--- src/tlpic_pkg.sv ---
// Purpose: Shared constants and types for the two-level interrupt controller
// Assumes: 8-bit register port, 21-bit program counter
// Notes:   Offsets index the plain register port
package tlpic_pkg;

    localparam int VEC_W = 21;
    localparam int DAT_W = 8;
    localparam int ADR_W = 4;

    localparam logic [VEC_W-1:0] HI_VEC_ADDR = 21'h000008;
    localparam logic [VEC_W-1:0] LO_VEC_ADDR = 21'h000018;

    localparam logic [ADR_W-1:0] OFF_IRQ_CTRL  = 4'h0;
    localparam logic [ADR_W-1:0] OFF_RST_CTRL  = 4'h1;
    localparam logic [ADR_W-1:0] OFF_PFLAG2    = 4'h2;
    localparam logic [ADR_W-1:0] OFF_PEN2      = 4'h3;
    localparam logic [ADR_W-1:0] OFF_PPRIO2    = 4'h4;
    localparam logic [ADR_W-1:0] OFF_EXT_CFG   = 4'h5;
    localparam logic [ADR_W-1:0] OFF_SVC_STAT  = 4'h6;

    // irq_control_reg fields
    localparam int B_GIE_HI  = 7;
    localparam int B_GIE_LO  = 6;
    localparam int B_EXT_EN  = 4;
    localparam int B_EXT_FLG = 1;
    // reset_control_reg field
    localparam int B_PRIO_EN = 7;
    // peripheral_flag_two fields
    localparam int B_OSC_FAIL = 7;
    localparam int B_NV_DONE  = 4;
    localparam int B_LOW_SUP  = 2;
    localparam int B_CCP2     = 0;
    // ext config and status fields
    localparam int B_EXT_PRIO = 2;
    localparam int B_ST_HI    = 7;
    localparam int B_ST_LO    = 6;

    localparam logic [DAT_W-1:0] PFLAG2_IMPL = 8'h95;
    localparam logic [DAT_W-1:0] PFLAG2_RST  = 8'h00;
    localparam logic [DAT_W-1:0] PEN2_RST    = 8'h00;
    localparam logic [DAT_W-1:0] PPRIO2_RST  = 8'h95;
    localparam logic             EXT_PRIO_RST = 1'b1;

    localparam logic [1:0] CCP_CAPTURE = 2'h0;
    localparam logic [1:0] CCP_COMPARE = 2'h1;
    localparam logic [1:0] CCP_PWM     = 2'h2;

    typedef enum logic [1:0] {
        SVC_NONE,
        SVC_LO,
        SVC_HI,
        SVC_HI_OVER_LO
    } tlpic_svc_t;

    typedef struct packed {
        logic             valid;
        logic             push_ret;
        logic             high;
        logic [VEC_W-1:0] addr;
    } tlpic_vec_t;

    typedef struct packed {
        logic osc_fail;
        logic nv_write_done;
        logic low_supply;
        logic ccp_event;
    } tlpic_evt_t;

endpackage : tlpic_pkg

--- src/tlpic_flag_bank.sv ---
// Purpose: Sticky interrupt flags, hardware set and software written
// Assumes: Unimplemented bits are masked by IMPL
// Notes:   A set in the same cycle as a software clear is kept
module tlpic_flag_bank
    import tlpic_pkg::*;
#(
    parameter int           W    = 8,
    parameter logic [W-1:0] IMPL = '1,
    parameter logic [W-1:0] RST  = '0
) (
    input  wire logic         clk_sys,
    input  wire logic         srst,
    input  wire logic [W-1:0] set_evt,
    input  wire logic         wr_en,
    input  wire logic [W-1:0] wr_data,
    output logic      [W-1:0] flags_r
);

    logic [W-1:0] flags_nxt;

    always_comb begin
        flags_nxt = wr_en ? wr_data : flags_r;
        flags_nxt = (flags_nxt | set_evt) & IMPL;
    end

    always_ff @(posedge clk_sys) begin
        if (srst) begin
            flags_r <= RST & IMPL;
        end else begin
            flags_r <= flags_nxt;
        end
    end

    AST_FLAG_SET_WINS: assert property (@(posedge clk_sys) disable iff (srst)
        |(set_evt & IMPL) |=> |(flags_r & $past(set_evt & IMPL)))
        else $error("Flag set lost");

endmodule // tlpic_flag_bank

--- src/tlpic_ctrl.sv ---
// Purpose: Two-level priority interrupt controller with compatibility mode
// Assumes: Core pulses instr_done at least every second cycle
// Operation
// - High priority vectors to 000008h, low priority to 000018h.
// - High priority request preempts a running low priority routine.
// - Each source has flag, enable and a priority bit.
// - Priority operation active only while priority_feature_enable is set.
// - With priority on, control bit 7 enables high priority sources.
// - With priority on, control bit 6 enables low priority sources.
// - Flag, enable and matching global enable set give immediate vectoring.
// - Priority feature off by default; priority bits then ignored.
// - Compatibility: bit 6 gates peripherals, bit 7 gates everything.
// - Compatibility mode always uses vector 000008h.
// - Taking an interrupt clears the global enable of that level.
// - No low priority service while high priority is in service.
// - Vectoring pushes return address and loads the vector address.
// - Return from interrupt sets the enable cleared on entry.
// - Flags set by events regardless of any enable.
// - External pin interrupt latency three to four cycles.
// - Flag two bit 7 sets on oscillator failure, sticky.
// - Flag two bit 4 sets on nonvolatile write completion, sticky.
// - Flag two bit 2 sets on low supply detection, sticky.
// - Flag two bit 0 sets on capture or compare; unused in PWM.
// - Flag two bits 6, 5, 3 and 1 read as zero.
module tlpic_ctrl
    import tlpic_pkg::*;
(
    input  wire logic             clk_sys,
    input  wire logic             srst,
    input  wire logic [ADR_W-1:0] reg_addr,
    input  wire logic [DAT_W-1:0] reg_wdata,
    input  wire logic             reg_wr,
    input  wire logic             reg_rd,
    output logic      [DAT_W-1:0] reg_rdata_r,
    input  wire tlpic_evt_t       periph_evt,
    input  wire logic [1:0]       ccp_mode,
    input  wire logic             ext_pin,
    input  wire logic             instr_done,
    input  wire logic             ret_irq,
    output tlpic_vec_t            vec_r,
    output logic                  hi_active_r,
    output logic                  lo_active_r
);

    logic             prio_en_r;
    logic             gie_hi_r;
    logic             gie_lo_r;
    logic             ext_en_r;
    logic             ext_prio_r;
    logic [DAT_W-1:0] pen2_r;
    logic [DAT_W-1:0] pprio2_r;
    logic [DAT_W-1:0] pflag2_r;
    logic [0:0]       ext_flag_r;
    logic             ext_pin_r;
    logic             cand_hi_r;
    logic             cand_lo_r;
    tlpic_svc_t       svc_r;
    tlpic_svc_t       svc_nxt;

    logic             wr_ctrl;
    logic             wr_pflag2;
    logic             wr_ext;
    logic [DAT_W-1:0] pflag_set;
    logic             ccp_hit;
    logic             ext_edge;
    logic             any_hi;
    logic             any_lo;
    logic             any_per;
    logic             cand_hi_nxt;
    logic             cand_lo_nxt;
    logic             take_hi;
    logic             take_lo;
    logic [DAT_W-1:0] rd_mux;

    // Source is live when flag and enable are set and priority matches
    function automatic logic src_live(input logic [DAT_W-1:0] flg,
                                      input logic [DAT_W-1:0] en,
                                      input logic [DAT_W-1:0] pri,
                                      input logic             want_hi);
        logic [DAT_W-1:0] sel;
        sel = want_hi ? pri : ~pri;
        return |(flg & en & sel);
    endfunction

    assign wr_ctrl   = reg_wr && (reg_addr == OFF_IRQ_CTRL);
    assign wr_pflag2 = reg_wr && (reg_addr == OFF_PFLAG2);
    assign wr_ext    = wr_ctrl;

    // PWM mode has no use for the capture/compare flag
    assign ccp_hit  = periph_evt.ccp_event && (ccp_mode != CCP_PWM);
    assign ext_edge = ext_pin && !ext_pin_r;

    always_comb begin
        pflag_set             = '0;
        pflag_set[B_OSC_FAIL] = periph_evt.osc_fail;
        pflag_set[B_NV_DONE]  = periph_evt.nv_write_done;
        pflag_set[B_LOW_SUP]  = periph_evt.low_supply;
        pflag_set[B_CCP2]     = ccp_hit;
    end

    // Flags latch events independent of every enable
    tlpic_flag_bank #(
        .W    (DAT_W),
        .IMPL (PFLAG2_IMPL),
        .RST  (PFLAG2_RST)
    ) u_pflag2 (
        .clk_sys (clk_sys),
        .srst    (srst),
        .set_evt (pflag_set),
        .wr_en   (wr_pflag2),
        .wr_data (reg_wdata),
        .flags_r (pflag2_r)
    );

    tlpic_flag_bank #(
        .W    (1),
        .IMPL (1'b1),
        .RST  (1'b0)
    ) u_ext_flag (
        .clk_sys (clk_sys),
        .srst    (srst),
        .set_evt (ext_edge),
        .wr_en   (wr_ext),
        .wr_data (reg_wdata[B_EXT_FLG]),
        .flags_r (ext_flag_r)
    );

    always_ff @(posedge clk_sys) begin
        if (srst) begin
            ext_pin_r <= 1'b0;
        end else begin
            ext_pin_r <= ext_pin;
        end
    end

    // Priority feature enable and per-source configuration registers
    always_ff @(posedge clk_sys) begin
        if (srst) begin
            prio_en_r  <= 1'b0;
            ext_en_r   <= 1'b0;
            ext_prio_r <= EXT_PRIO_RST;
            pen2_r     <= PEN2_RST;
            pprio2_r   <= PPRIO2_RST & PFLAG2_IMPL;
        end else if (reg_wr) begin
            if (reg_addr == OFF_RST_CTRL) begin
                prio_en_r <= reg_wdata[B_PRIO_EN];
            end
            if (reg_addr == OFF_IRQ_CTRL) begin
                ext_en_r <= reg_wdata[B_EXT_EN];
            end
            if (reg_addr == OFF_EXT_CFG) begin
                ext_prio_r <= reg_wdata[B_EXT_PRIO];
            end
            if (reg_addr == OFF_PEN2) begin
                pen2_r <= reg_wdata & PFLAG2_IMPL;
            end
            if (reg_addr == OFF_PPRIO2) begin
                pprio2_r <= reg_wdata & PFLAG2_IMPL;
            end
        end
    end

    // Candidate levels; compatibility ignores priority bits
    always_comb begin
        any_per = |(pflag2_r & pen2_r);
        any_hi  = src_live(pflag2_r, pen2_r, pprio2_r, 1'b1)
                  || (ext_flag_r[0] && ext_en_r && ext_prio_r);
        any_lo  = src_live(pflag2_r, pen2_r, pprio2_r, 1'b0)
                  || (ext_flag_r[0] && ext_en_r && !ext_prio_r);
        if (prio_en_r) begin
            cand_hi_nxt = gie_hi_r && any_hi;
            cand_lo_nxt = gie_lo_r && any_lo;
        end else begin
            cand_hi_nxt = gie_hi_r
                          && ((ext_flag_r[0] && ext_en_r) || (gie_lo_r && any_per));
            cand_lo_nxt = 1'b0;
        end
    end

    // One stage of request registration fixes the pin-to-vector latency
    always_ff @(posedge clk_sys) begin
        if (srst) begin
            cand_hi_r <= 1'b0;
            cand_lo_r <= 1'b0;
        end else begin
            cand_hi_r <= cand_hi_nxt;
            cand_lo_r <= cand_lo_nxt;
        end
    end

    // Enables rechecked live so a level is never taken twice
    assign take_hi = instr_done && cand_hi_r && gie_hi_r
                     && (svc_r == SVC_NONE || svc_r == SVC_LO);
    assign take_lo = instr_done && cand_lo_r && gie_lo_r && !take_hi
                     && prio_en_r && (svc_r == SVC_NONE);

    always_comb begin
        svc_nxt = svc_r;
        if (take_hi) begin
            svc_nxt = (svc_r == SVC_LO) ? SVC_HI_OVER_LO : SVC_HI;
        end else if (take_lo) begin
            svc_nxt = SVC_LO;
        end else if (ret_irq) begin
            unique case (svc_r)
                SVC_HI_OVER_LO: svc_nxt = SVC_LO;
                SVC_HI:         svc_nxt = SVC_NONE;
                SVC_LO:         svc_nxt = SVC_NONE;
                SVC_NONE:       svc_nxt = SVC_NONE;
            endcase
        end
    end

    always_ff @(posedge clk_sys) begin
        if (srst) begin
            svc_r <= SVC_NONE;
        end else begin
            svc_r <= svc_nxt;
        end
    end

    // Global enables; hardware entry clear overrides a same-cycle write
    always_ff @(posedge clk_sys) begin
        if (srst) begin
            gie_hi_r <= 1'b0;
            gie_lo_r <= 1'b0;
        end else begin
            if (wr_ctrl) begin
                gie_hi_r <= reg_wdata[B_GIE_HI];
                gie_lo_r <= reg_wdata[B_GIE_LO];
            end
            if (ret_irq && !take_hi && !take_lo) begin
                if (svc_r == SVC_HI || svc_r == SVC_HI_OVER_LO) begin
                    gie_hi_r <= 1'b1;
                end else if (svc_r == SVC_LO) begin
                    gie_lo_r <= 1'b1;
                end
            end
            if (take_hi) begin
                gie_hi_r <= 1'b0;
            end
            if (take_lo) begin
                gie_lo_r <= 1'b0;
            end
        end
    end

    // Vector pulse: core pushes return address and loads addr
    always_ff @(posedge clk_sys) begin
        if (srst) begin
            vec_r <= '0;
        end else begin
            vec_r.valid    <= take_hi || take_lo;
            vec_r.push_ret <= take_hi || take_lo;
            vec_r.high     <= take_hi;
            vec_r.addr     <= take_lo ? LO_VEC_ADDR : HI_VEC_ADDR;
        end
    end

    always_ff @(posedge clk_sys) begin
        if (srst) begin
            hi_active_r <= 1'b0;
            lo_active_r <= 1'b0;
        end else begin
            hi_active_r <= (svc_nxt == SVC_HI) || (svc_nxt == SVC_HI_OVER_LO);
            lo_active_r <= (svc_nxt == SVC_LO) || (svc_nxt == SVC_HI_OVER_LO);
        end
    end

    // Read mux; unmapped offsets read zero
    always_comb begin
        rd_mux = '0;
        unique case (reg_addr)
            OFF_IRQ_CTRL: begin
                rd_mux[B_GIE_HI]  = gie_hi_r;
                rd_mux[B_GIE_LO]  = gie_lo_r;
                rd_mux[B_EXT_EN]  = ext_en_r;
                rd_mux[B_EXT_FLG] = ext_flag_r[0];
            end
            OFF_RST_CTRL: rd_mux[B_PRIO_EN] = prio_en_r;
            OFF_PFLAG2:   rd_mux = pflag2_r & PFLAG2_IMPL;
            OFF_PEN2:     rd_mux = pen2_r;
            OFF_PPRIO2:   rd_mux = pprio2_r;
            OFF_EXT_CFG:  rd_mux[B_EXT_PRIO] = ext_prio_r;
            OFF_SVC_STAT: begin
                rd_mux[B_ST_HI] = hi_active_r;
                rd_mux[B_ST_LO] = lo_active_r;
            end
            default:      rd_mux = '0;
        endcase
    end

    // Read data stands only in the cycle after the strobe
    always_ff @(posedge clk_sys) begin
        if (srst) begin
            reg_rdata_r <= '0;
        end else begin
            reg_rdata_r <= reg_rd ? rd_mux : '0;
        end
    end

    AST_HI_VEC_ADDR: assert property (@(posedge clk_sys) disable iff (srst)
        vec_r.valid |-> (vec_r.addr == (vec_r.high ? HI_VEC_ADDR : LO_VEC_ADDR)))
        else $error("Wrong vector address");

    AST_COMPAT_VEC: assert property (@(posedge clk_sys) disable iff (srst)
        (take_hi || take_lo) && !prio_en_r |=> vec_r.addr == HI_VEC_ADDR)
        else $error("Compatibility mode used low vector");

    AST_GIE_CLEARED: assert property (@(posedge clk_sys) disable iff (srst)
        vec_r.valid |-> (vec_r.high ? !gie_hi_r : !gie_lo_r))
        else $error("Global enable not cleared on entry");

    AST_NO_LO_IN_HI: assert property (@(posedge clk_sys) disable iff (srst)
        hi_active_r && !$past(take_hi) |-> !(vec_r.valid && !vec_r.high))
        else $error("Low serviced during high");

    AST_PREEMPT: assert property (@(posedge clk_sys) disable iff (srst)
        lo_active_r && take_hi |=> vec_r.valid && vec_r.high && hi_active_r && lo_active_r)
        else $error("High did not preempt low");

    AST_RET_RESTORE: assert property (@(posedge clk_sys) disable iff (srst)
        ret_irq && svc_r == SVC_HI && !take_hi && !take_lo && !wr_ctrl
        |=> gie_hi_r && !hi_active_r)
        else $error("Return did not restore enable");

    AST_UNIMPL_ZERO: assert property (@(posedge clk_sys) disable iff (srst)
        reg_rd && reg_addr == OFF_PFLAG2 |=> (reg_rdata_r & ~PFLAG2_IMPL) == '0)
        else $error("Unimplemented flag bit read nonzero");

    AST_OSC_STICKY: assert property (@(posedge clk_sys) disable iff (srst)
        periph_evt.osc_fail ##1 !wr_pflag2 |=> pflag2_r[B_OSC_FAIL])
        else $error("Oscillator fail flag not sticky");

    AST_PWM_NO_CCP: assert property (@(posedge clk_sys) disable iff (srst)
        !pflag2_r[B_CCP2] && !wr_pflag2 && ccp_mode == CCP_PWM |=> !pflag2_r[B_CCP2])
        else $error("Capture flag set in PWM mode");

    AST_EXT_LATENCY: assert property (@(posedge clk_sys) disable iff (srst)
        ext_edge && ext_en_r && svc_r == SVC_NONE && !reg_wr
        && (prio_en_r && !ext_prio_r ? gie_lo_r : gie_hi_r)
        && !cand_hi_r && !cand_hi_nxt && !cand_lo_r && !cand_lo_nxt
        ##1 instr_done && !reg_wr ##1 instr_done && !reg_wr
        |=> ##[0:1] vec_r.valid)
        else $error("External interrupt latency exceeded");

    AST_SIMUL_HI_FIRST: assert property (@(posedge clk_sys) disable iff (srst)
        take_hi && cand_lo_r && prio_en_r |=> vec_r.high && !lo_active_r)
        else $error("Low taken ahead of high");

endmodule // tlpic_ctrl

--- config.mk ---
export PLATFORM = sky130hd
export DESIGN_NAME = tlpic_ctrl
export DESIGN_NICKNAME = d
export VERILOG_FILES = /design/src/tlpic_pkg.sv /design/src/tlpic_flag_bank.sv /design/src/tlpic_ctrl.sv
export SDC_FILE = /design/constraint.sdc
export NUM_CORES = 1
export LEC_CHECK = 0
export BUFFER_PORTS_ARGS = -buffer_cell sky130_fd_sc_hd__buf_2
export CORE_UTILIZATION = 40
export CTS_BUF_LIST = sky130_fd_sc_hd__clkbuf_8
export CTS_CLUSTER_SIZE = 24
export DETAILED_ROUTE_END_ITERATION = 16
export PLACE_DENSITY = 0.67
export SETUP_SLACK_MARGIN = 0.15
export SLEW_MARGIN = 15
export SYNTH_ARGS = -nofsm -noshare
export SYNTH_HDL_FRONTEND = slang
export SYNTH_SLANG_ARGS = --single-unit
--- constraint.sdc ---
create_clock -name clk_sys -period 1.4 [get_ports clk_sys]
set_input_delay 0.14 -clock clk_sys [delete_from_list [all_inputs] [get_ports clk_sys]]
set_output_delay 0.14 -clock clk_sys [all_outputs]
set_load 0.01 [all_outputs]
After elaboration in Yosys (flattened, before gate mapping). Index checks and enable logic that the tools add are counted.

Register bits after elaboration: 58. Bits in latches: 0. Memory bits (writable): 0. ROM bits: 0. Bits of input ports: 25. Output and inout bits: 34. Memories kept: 0.

Add/subtract/negate cells: 0. Multiply operators: 0. Divide/modulo/power cells: 0. Order comparisons: 0. Eq/ne operators: 13. Shift-type cells: 0. Multiplexer cells: 21. Bitwise logic cells: 9. Reduce and logical (&&, ||, !) cells: 49.

Operator list (number): $and 8x8->8 (3); $reduce_or 8->1 (3); $logic_and 1x1->1 (21); $eq 4x3->1 const B (3); $mux 1 (10); $reduce_and 2->1 (5); $eq 2x2->1 const B (4); $eq 4x2->1 const B (2); $logic_or 1x1->1 (8); $mux 8 (1); $not 8->8 (1); $or 8x8->8 (1); $pmux 1 s4 (2); $reduce_or 2->1 (4); $mux 2 (3); $pmux 1 s6 (1); $reduce_or 3->1 (2); $mux 5 (1); $eq 2x1->1 const B (2); $eq 4x1->1 const B (1); $logic_not 1->1 (4); $logic_not 4->1 (1); $pmux 2 s2 (1); $not 1->1 (3); 5 further kinds (5).

Longest topological paths before layout. Gate-level depths: netlist of run 1.

Word-level depth: 11. Gate-level depth with buffers: 5.

By module. From an unflattened synthesis of run 1, not the netlist that was laid out.

Cell total of the unflattened synthesis: 192. Area, all modules: 1755.4 um^2.

Modules (own cells, without submodules): tlpic_ctrl (times used 1, cells an instance 166, area an instance 1522.7 um^2, seq. area each 580.6 um^2); tlpic_flag_bank (u_pflag2) (times used 1, cells an instance 22, area an instance 193.9 um^2, seq. area each 80.1 um^2); tlpic_flag_bank (u_ext_flag) (times used 1, cells an instance 4, area an instance 38.8 um^2, seq. area each 20.0 um^2).

Worst setup path before layout of run 1. No wires, ideal clock.

Kind: reg2reg. From: register u_pflag2.flags_r[7]. To: register cand_hi_r. Arrival: 0.915 ns. Slack: 0.369 ns. Cell stages (with the launch flop): 5. Period minus slack after synthesis: 1.031 ns. Cells stage by stage: dfxtp_1 > nand2_1 > nand4_1 > a221o_1 > and4_1.

Longest elaborated chain between the ends: 6. Elaborated cells between the ends (all ways): 10. Classes of those cells: mux: 1; bitwise: 2; reduce/logical: 7.

Ends and longest elaborated chain: start, declared (RTL line tlpic_flag_bank.sv:16) `output logic [W-1:0] flags_r`; start signal, assigned (RTL line tlpic_flag_bank.sv:28) `flags_r <= RST & IMPL;`; start signal, assigned (RTL line tlpic_flag_bank.sv:30) `flags_r <= flags_nxt;`; $and 8x8->8 * (RTL line tlpic_ctrl.sv:82, tlpic_ctrl.sv:165); $and 8x8->8 / $reduce_or 8->1 (equally long branches) (RTL line tlpic_ctrl.sv:82, tlpic_ctrl.sv:165); $reduce_or 8->1 / $logic_and 1x1->1 (equally long branches) (RTL line tlpic_ctrl.sv:82, tlpic_ctrl.sv:175); $logic_or 1x1->1, on equally long branches (RTL line tlpic_ctrl.sv:167, tlpic_ctrl.sv:175); $logic_and 1x1->1, on equally long branches (RTL line tlpic_ctrl.sv:171, tlpic_ctrl.sv:175); $mux 1 * (RTL line tlpic_ctrl.sv:170) `if (prio_en_r) begin`; end signal, assigned (RTL line tlpic_ctrl.sv:186) `cand_hi_r <= cand_hi_nxt;`; end, declared (RTL line tlpic_ctrl.sv:55) `logic cand_hi_r;`.

Every way passes the cells marked *; elsewhere a longest branch is shown, timed or not. A chain may end at the register's enable or synchronous reset.

Final worst setup path of run 1.
From: register u_pflag2.flags_r[4]. To: register cand_hi_r.

Same word-level chain as after synthesis.

==> results of run 1 <==
-- metrics by stage --
step / area, um^2 / setup slack, ps / hold slack (ps) / util [%] / std cells
2_1_floorplan: 1740 / 369 / 212 / - / 212
3_3_place_gp: 1790 / 177 / 369 / 44.7 / 271
3_5_place_dp: 1790 / 141 / 374 / 44.7 / 271
4_1_cts: 1880 / 244 / 75.2 / 47.0 / 279
5_1_grt: 1890 / 170 / 105 / 47.2 / 279
6_report: 1890 / 233 / 82.0 / 47.2 / 279
-- state kept, by name, summed over array words and instances, names as in the netlist --
name / cells
cand_hi_r: 1
hi_active_r: 1
u_pflag2.flags_r: 4
cand_lo_r: 1
pen2_r: 4
ext_en_r: 1
pprio2_r: 4
ext_pin_r: 1
svc_r: 2
u_ext_flag.flags_r: 1
prio_en_r: 1
ext_prio_r: 1
vec_r: 4
gie_lo_r: 1
gie_hi_r: 1
reg_rdata_r: 6
-- routing by layer --
metal  up-vias  GRT usage, %  wire, um
li1        707             -         -
met1       633          21.7      1580
met2        42          25.6      1520
met3         4          6.51       210
met4         0          7.18        47
met5         -             0         0
-- power by group through the flow --
stage	Clock (mW)	Combinational [mW]	Sequential, mW
6_report	0.718	0.179	1.01
3_5_place_dp	0	0.178	1.03
2_1_floorplan	0	0.161	1.02
5_1_grt	0.791	0.202	1.01
3_3_place_gp	0	0.178	1.03
4_1_cts	0.741	0.179	1.01
-- cell usage after synthesis, types with 2 or more instances --
library cell and count:
nand3b_1 3, mux2i_1 8, and3_1 3, a21oi_1 21, nand2b_1 4, nand4_1 2, inv_1 2, nand2_1 27
nor3_1 5, a311oi_1 2, nor2_1 10, o22ai_1 2, nor4bb_1 2, clkbuf_1 2, nand4b_1 2, nand3_1 10
dfxtp_1 34, buf_4 25, mux2_2 2, a31oi_1 4
-- worst reg2reg max path, cell delays in order (launching register included) --
cell and delay (ps):
dfxtp_1 350, nand2_1 110, nand4_1 120, a221o_1 300, and4_1 180
-- layout make-up --
cell class,instances,area [um^2]
well taps,50,62.6
repair buffers,37,190
clock inverters,2,8.76
multi-input cells,148,855
flip-flops and latches,34,681
inverters,2,7.51
clock buffers,6,82.6
fillers,417,2110
-- logic make-up after synthesis --
| kind of cell | count (synthesis) | synth area share [%] |
|---|---|---|
| buffers and inverters | 30 | 12.5 |
| DFF | 34 | 41.0 |
| other | 1 | 0.226 |
| AOI/OAI and AO/OA | 37 | 13.6 |
| muxes | 10 | 6.17 |
| and+or+nand+nor | 80 | 26.6 |
-- final timing paths --
kind	endpoint	slack, ps	cells after the start
min reg2reg	u_ext_flag.flags_r	480	2
min	ext_pin_r	80	2
max reg2reg	cand_hi_r	230	4
max	cand_hi_r	230	4
-- timing repair --
action,CTS,global route
gates resized for setup,0,1
buffers inserted,0,0
hold buffers,0,0
setup endpoints to repair,0,4
endpoints found under the hold margin,0,0
==> out/qor.txt, run 1 <==
status = finished, final reports clean
largest net degree at the start of global routing = 22
final setup TNS = 0 ps
total core area = 4000 um^2
async set-reset flop share out of synthesis = 0%
Worst-path clk slew = 70 ps
crit-path cells = nand2_1 > nand4_1 > a221o_1 > and4_1
die height = 66.5 um
Die ar. = 4420 um^2
CP max FO = 4
unrepaired setup endpoints after global routing = false
EDFF count, synth = 0
Largest stage delay, worst path = 350 ps
post-synth top area share = 41.0%
Buf+Inv Stages, Crit Path = 0
Area Overhead vs Synth = 13.6%
Comb pwr share = 9.4%
top cell type by total area after synthesis = dfxtp_1
P_leak = 0.805 nW
DR DRC count = 0
clk buf depth = 2
Initial Util = 41.5%
Mapped Cells = 192
Worst EP required = 1580 ps
Fmax = 857 MHz
CTS tree = done
final setup vio count = 0
sw frac = 24.2%
PD cells = 1010 nW/um^2
Synth cell types = 42
initial antenna violation count = 0
Total Routed Length = 3360 um
clock skew = 5.91 ps
flops & latches, synth = 34
Mapped Area = 1660 um^2
CP startpoint = u_pflag2.flags_r[4]
Remaining Overflow, GRT = 0
cts bufs inserted = 5
ys flop type = dfxtp_1
endpoints failing hold = 0
Rows = 23
DP HPWL = 2540 um
kind of cell adding the most delay to the critical path = simple AND/OR/NAND/NOR gates
CP max-delay cell = dfxtp_1
hold path start = ext_pin
commonest non-fill, non-tap cell in the layout = buf_2
share of cells above drive strength 1 = 22.7%
Total Power = 1.91 mW
via count = 1,386
average size of a mapped cell = 8.65 um^2
first-pass GRT wire length = 5510 um
# IOs = 59
crit end category = flip-flop
Clk pwr share = 37.7%
H-tree Lvls = 2
commonest non-fill, non-tap cells in the layout = buf_2 (35), dfxtp_1 (34), nand2_1 (27)
Avg WL per Cell = 12.0 um
top cells by area, synth = dfxtp_1 (41%), buf_4 (11%), a21oi_1 (6.3%)
PortBufs = 35
Tmin final = 1170 ps
peak supply drop = 0.000482 V
Yosys warning count = 0
Final Net Count = 253
drt pass-1 iters = 4
fin crit share = 83.4%
gr usage total = 17.1%
part of the power in registers = 52.9%
diode count = 0
sequential area share after synthesis = 41.0%
Final Slew Violations = 0
Routed Antenna Nets = 0
WP data arrival = 1340 ps
GPL Wtd Cong = 0.900
Internal Power = 1.44 mW
Startpoint Class = flip-flop
TritonCTS Sinks = 34
WS Path Type = flip-flop to flip-flop
CTS Root Buffer Type = clkbuf_8
DR iter-0 viols = 63
number of global-route vias before repair = 1,194
Die W = 66.5 um
Hold Path Class = input pin to flip-flop
max_cap viols = 0
worst r2r src = u_pflag2.flags_r[4]
NetSw = 0.461 mW
number of vias per cell = 4.97
Clk Latency, worst-skew pair = 280 ps
No activity file was read; power rests on OpenSTA's default activity.
==> run 2, diff against run 1 <==
clock period = 1.2 ns   (was 1.4 ns; I/O delays follow)
==> run 2 against run 1 <==
  * Non-clock buffer count up 18
  * First-iteration DRC count up 78%
  * Cell area up 11%
  * Largest cell class unchanged
==> out/qor.txt, run 2 (same netlist as run 1, synthesis figures left out) <==
max FFs per register = 6 (unchanged)
final setup TNS = 0 ps (unchanged)
commonest non-fill, non-tap cell in the layout = buf_2
met2 usage in global routing = 30.9% (+5.2 points)
Routed Antenna Nets = 0 (unchanged)
Biggest register = reg_rdata_r
unrepaired setup endpoints after global routing = true
P_leak = 0.908 nW (+13%)
Fmax = 886 MHz (+3.4%)
# IOs = 59 (unchanged)
Layout Cells excl Fill = 297 (+6.5%)
CP max FO = 2 (-2)
via count = 1,506 (+8.7%)
dpl cell area = 1860 um^2 (+3.8%)
WP data arrival = 1310 ps (-30 ps)
diode count = 0 (unchanged)
Total Routed Length = 3810 um (+13%)
die height = 66.5 um (unchanged)
fin crit share = 94.0% (+11 points)
largest net degree at the start of global routing = 21 (-4.5%)
met3 Track Usage GR = 5.65% (-0.86 points)
DP HPWL = 2760 um (+8.7%)
Remaining Overflow, GRT = 0 (unchanged)
placed insts = 280 (+3.3%)
share of cells above drive strength 1 = 37.2% (+15 points)
endpoints failing hold = 0 (unchanged)
CTS Root Buffer Type = clkbuf_8
clock skew = 8.41 ps (+2.50 ps)
number of global-route vias before repair = 1,307 (+9.5%)
TritonCTS Sinks = 34 (unchanged)
GPL Wtd Cong = 0.952 (+5.8%)
cts bufs inserted = 5 (unchanged)
Clk Latency, worst-skew pair = 290 ps (about the same)
WS Path Type = flip-flop to flip-flop
Die W = 66.5 um (unchanged)
number of vias per cell = 5.07 (+2.1%)
Rows = 23 (unchanged)
H-tree Lvls = 2 (unchanged)
total core area = 4000 um^2 (unchanged)
PortBufs = 35 (unchanged)
Core Util, Final = 52.4% (+5.3 points)
Area Overhead vs Synth = 26.2%
DR DRC count = 0 (unchanged)
Hold Path Class = input pin to flip-flop
PD cells = 1100 nW/um^2 (+9.2%)
Tmin final = 1130 ps (-38.9 ps)
Worst-path clk slew = 80 ps (about the same)
max_cap viols = 0 (unchanged)
Final Net Count = 271 (+7.1%)
Initial Util = 41.5% (unchanged)
DR iter-0 viols = 112 (+78%)
peak supply drop = 0.000539 V (+12%)
first-pass GRT wire length = 5980 um (+8.6%)
Die ar. = 4420 um^2 (unchanged)
GR Layer Usage met1 = 22.8% (+1.1 points)
clk buf depth = 2 (unchanged)
Final Slew Violations = 0 (unchanged)
final instance area = 2100 um^2 (+11%)
busiest layer in global routing = met2
gr usage total = 18.5% (+1.5 points)
Avg WL per Cell = 12.8 um (+6.4%)
drt pass-1 iters = 4 (unchanged)
initial antenna violation count = 0 (unchanged)
Startpoint Class = flip-flop
final setup vio count = 0 (unchanged)
commonest non-fill, non-tap cells in the layout = buf_2 (35), nand2_1 (25), conb_1 (21), dfxtp_1 (21), a21oi_1 (19)
crit end category = flip-flop
CTS tree = done
status = finished, final reports clean
Worst EP required = 1380 ps (-200 ps)
## run 2: final cells by class
type	count	area (um^2)
tap	50	62.6
inverter	2	7.51
fill	390	1900
clock inverter	2	12.5
sequential	34	704
timing repair buffer	55	333
clock buffer	6	82.6
multi-input combinational	148	895
## run 2: stage by stage
step / power, mW / hold slack (ps) / worst slack (ps)
floorplan: 1.38 / 192 / 169
global route: 2.41 / 45.8 / 18.8
global placement: 1.42 / 349 / 59.9
finish: 2.31 / 40.9 / 71.8
detailed placement: 1.43 / 358 / 21.5
CTS: 2.31 / 46.1 / 74.1
## run 2: timing repair
item | 4_1_cts | 5_1_grt
endpoints found under the setup margin | 6 | 11
hold buffers | 0 | 0
gates resized for setup | 11 | 18
pin swaps | 3 | 11
setup buffers | 5 | 4
cloned | 0 | 0
## run 2: layer usage
metal | wire, um | share of wire [%] | up-vias
li1 | - | - | 746
met1 | 1730 | 45 | 704
met2 | 1880 | 49 | 54
met3 | 187 | 4.9 | 2
met4 | 10 | 0.26 | 0
met5 | 0 | 0 | -
## run 2: path summary, 6_finish.rpt
kind / from / end / slack [ps] / depth (start not counted)
max: u_pflag2.flags_r[0] / cand_hi_r / 70 / 4
min: srst / pen2_r[2] / 40 / 2
max reg2reg: u_pflag2.flags_r[0] / cand_hi_r / 70 / 4
min reg2reg: ext_pin_r / u_ext_flag.flags_r / 470 / 2
## run 2: report_power, final
part           switching, mW  internal, mW  total, mW
Clock                  0.425         0.461      0.885
Combinational          0.150         0.108      0.257
Sequential            0.0204          1.15       1.17
Total                  0.594          1.72       2.31
## run 2: critical path, stage by stage, from the launching register on
cell,delay (ps)
dfxtp_2,340
nand2_1,90
nand4_1,110
a221o_1,290
and4_1,200
==> run 3, diff against run 2 <==
CORE_UTILIZATION = 51   (was 40)
PLACE_DENSITY = 0.83   (was 0.67)
==> run 3 against run 2 <==
  * Cell count down 2.7%
  * Clock-buffer cell count did not move
  * Sequential share of layout area grew 0.61 points
  * Worst setup slack worse by 20 ps
  * Core utilization increased by 14 points
  * Hold slack better by 13 ps
  * Critical path type unchanged
==> out/qor.txt, run 3 (same netlist as run 1, synthesis figures left out) <==
Final Slew Violations = 0 (unchanged)
commonest non-fill, non-tap cells in the layout = buf_2 (35), dfxtp_1 (26), nand2_1 (24)
Remaining Overflow, GRT = 0 (unchanged)
fin crit share = 95.7% (+1.7 points)
Avg WL per Cell = 13.4 um (+4.6%)
max_cap viols = 0 (unchanged)
commonest non-fill, non-tap cell in the layout = buf_2
Worst EP required = 1420 ps (+40 ps)
drt pass-1 iters = 4 (unchanged)
Core Util, Final = 66.8% (+14 points)
TritonCTS Sinks = 34 (unchanged)
crit path capture = vec_r[4]
crit end category = flip-flop
die height = 59.1 um (-11%)
P_leak = 0.906 nW (-0.30%)
Die ar. = 3490 um^2 (-21%)
DR iter-0 viols = 85 (-24%)
Total Routed Length = 3870 um (+1.8%)
worst flop-to-flop path endpoint = vec_r[4]
Reg2Reg Depth = 4 (unchanged)
Final Net Count = 269 (-0.74%)
H-tree Lvls = 2 (unchanged)
Clk Latency, worst-skew pair = 290 ps (about the same)
Final WS setup = 51.8 ps (-20.0 ps)
CTS tree = done
CP max-delay cell = dfxtp_4
kind of cell adding the most delay to the critical path = simple AND/OR/NAND/NOR gates
Die W = 59.1 um (-11%)
final instance area = 2060 um^2 (-2.0%)
worst r2r src = svc_r[1]
placed insts = 276 (-1.4%)
Rows = 20 (-13%)
number of vias per cell = 5.33 (+5.2%)
initial antenna violation count = 0 (unchanged)
Area Overhead vs Synth = 23.7%
via count = 1,541 (+2.3%)
max FFs per register = 6 (unchanged)
DR DRC count = 0 (unchanged)
status = finished, final reports clean
Hold Path Class = input pin to flip-flop
Buf+Inv Stages, Crit Path = 1 (+1)
CTS Root Buffer Type = clkbuf_8
Fmax = 871 MHz (-1.7%)
peak supply drop = 0.000717 V (+33%)
largest net degree at the start of global routing = 21 (unchanged)
hold_ws = 53.8 ps (+12.8 ps)
WP data arrival = 1370 ps (+60 ps)
PortBufs = 35 (unchanged)
Startpoint Class = flip-flop
clk buf depth = 2 (unchanged)
clock skew = 5.25 ps (-3.16 ps)
Total Power = 2.28 mW (-1.5%)
DP HPWL = 2760 um (about the same)
PD cells = 1110 nW/um^2 (+0.49%)
crit-path cells = nor4bb_1 > nand3_1 > buf_4 > nor3_2
WP depth = 4 (unchanged)
final setup TNS = 0 ps (unchanged)
Initial Util = 54.0% (+12 points)
dpl cell area = 1860 um^2 (+0.40%)
final setup vio count = 0 (unchanged)
Worst-path clk slew = 70 ps (about the same)
endpoints failing hold = 0 (unchanged)
hold_buf cts = 0 (unchanged)
# IOs = 59 (unchanged)
total core area = 3080 um^2 (-23%)
diode count = 0 (unchanged)
reg-to-reg setup timing slack = 50 ps (-20 ps)
CP max FO = 4 (+2)
CP startpoint = svc_r[1]
cts bufs inserted = 5 (unchanged)
Layout Cells excl Fill = 289 (-2.7%)
share of cells above drive strength 1 = 34.3% (-3.0 points)
first-pass GRT wire length = 5930 um (-0.80%)
Tmin final = 1150 ps (+20.0 ps)
number of global-route vias before repair = 1,337 (+2.3%)
unrepaired setup endpoints after global routing = true
Biggest register = reg_rdata_r
Largest stage delay, worst path = 350 ps (about the same)
Routed Antenna Nets = 0 (unchanged)
WS Path Type = flip-flop to flip-flop
dpl ws = 7.30 ps (-14.2 ps)
GPL Wtd Cong = 0.922 (-3.2%)
gr usage total = 23.4% (+4.8 points)
-- run 3: cell types whose count changed in the layout (fill, tap and decap cells not counted), sizes merged --
cell,change
buf,-2
clkinvlp,-1
inv,+1
-- run 3: how the worst min path moves through the flow --
stage | start | endpoint | depth (start not counted)
global route | srst | u_pflag2.flags_r[2] | 2
finish | ext_pin | ext_pin_r | 2
detailed placement | ext_pin | ext_pin_r | 2
global placement | ext_pin | ext_pin_r | 2
CTS | srst | u_pflag2.flags_r[2] | 2
floorplan | srst | ext_pin_r | 1
-- run 3: layer usage --
metal	global-route usage [%]	part of all wire, %	routed length [um]	up-vias
met5	0	0	0	-
met4	11.9	1.1	44	0
met3	7.21	6.6	255	7
met2	35.4	47	1810	64
met1	29.9	46	1770	720
li1	-	-	-	750
-- run 3: worst register-to-register path, delay by kind of cell (launching register included) --
family                 cells  cell delay (ps)
buffers and inverters      1              180
flip-flops                 1              350
AND/OR/NAND/NOR            3              550
-- run 3: repair_timing --
action / CTS / global route
gates resized for setup: 14 / 9
buffers inserted: 3 / 2
setup endpoints to repair: 6 / 8
pin swaps: 10 / 9
-- run 3: area by class of cell --
class                      count  area (um^2)
fill                         257         1020
clock buffer                   6         82.6
inverter                       2         7.51
clock inverter                 2         8.76
sequential                    34          703
tap                           44         55.1
multi-input combinational    148          888
timing repair buffer          53          310
-- run 3: report_power, final --
part	total, mW	switching (mW)	internal, mW
Combinational	0.246	0.148	0.0978
Sequential	1.17	0.0222	1.14
Clock	0.865	0.411	0.454
Total	2.28	0.582	1.70
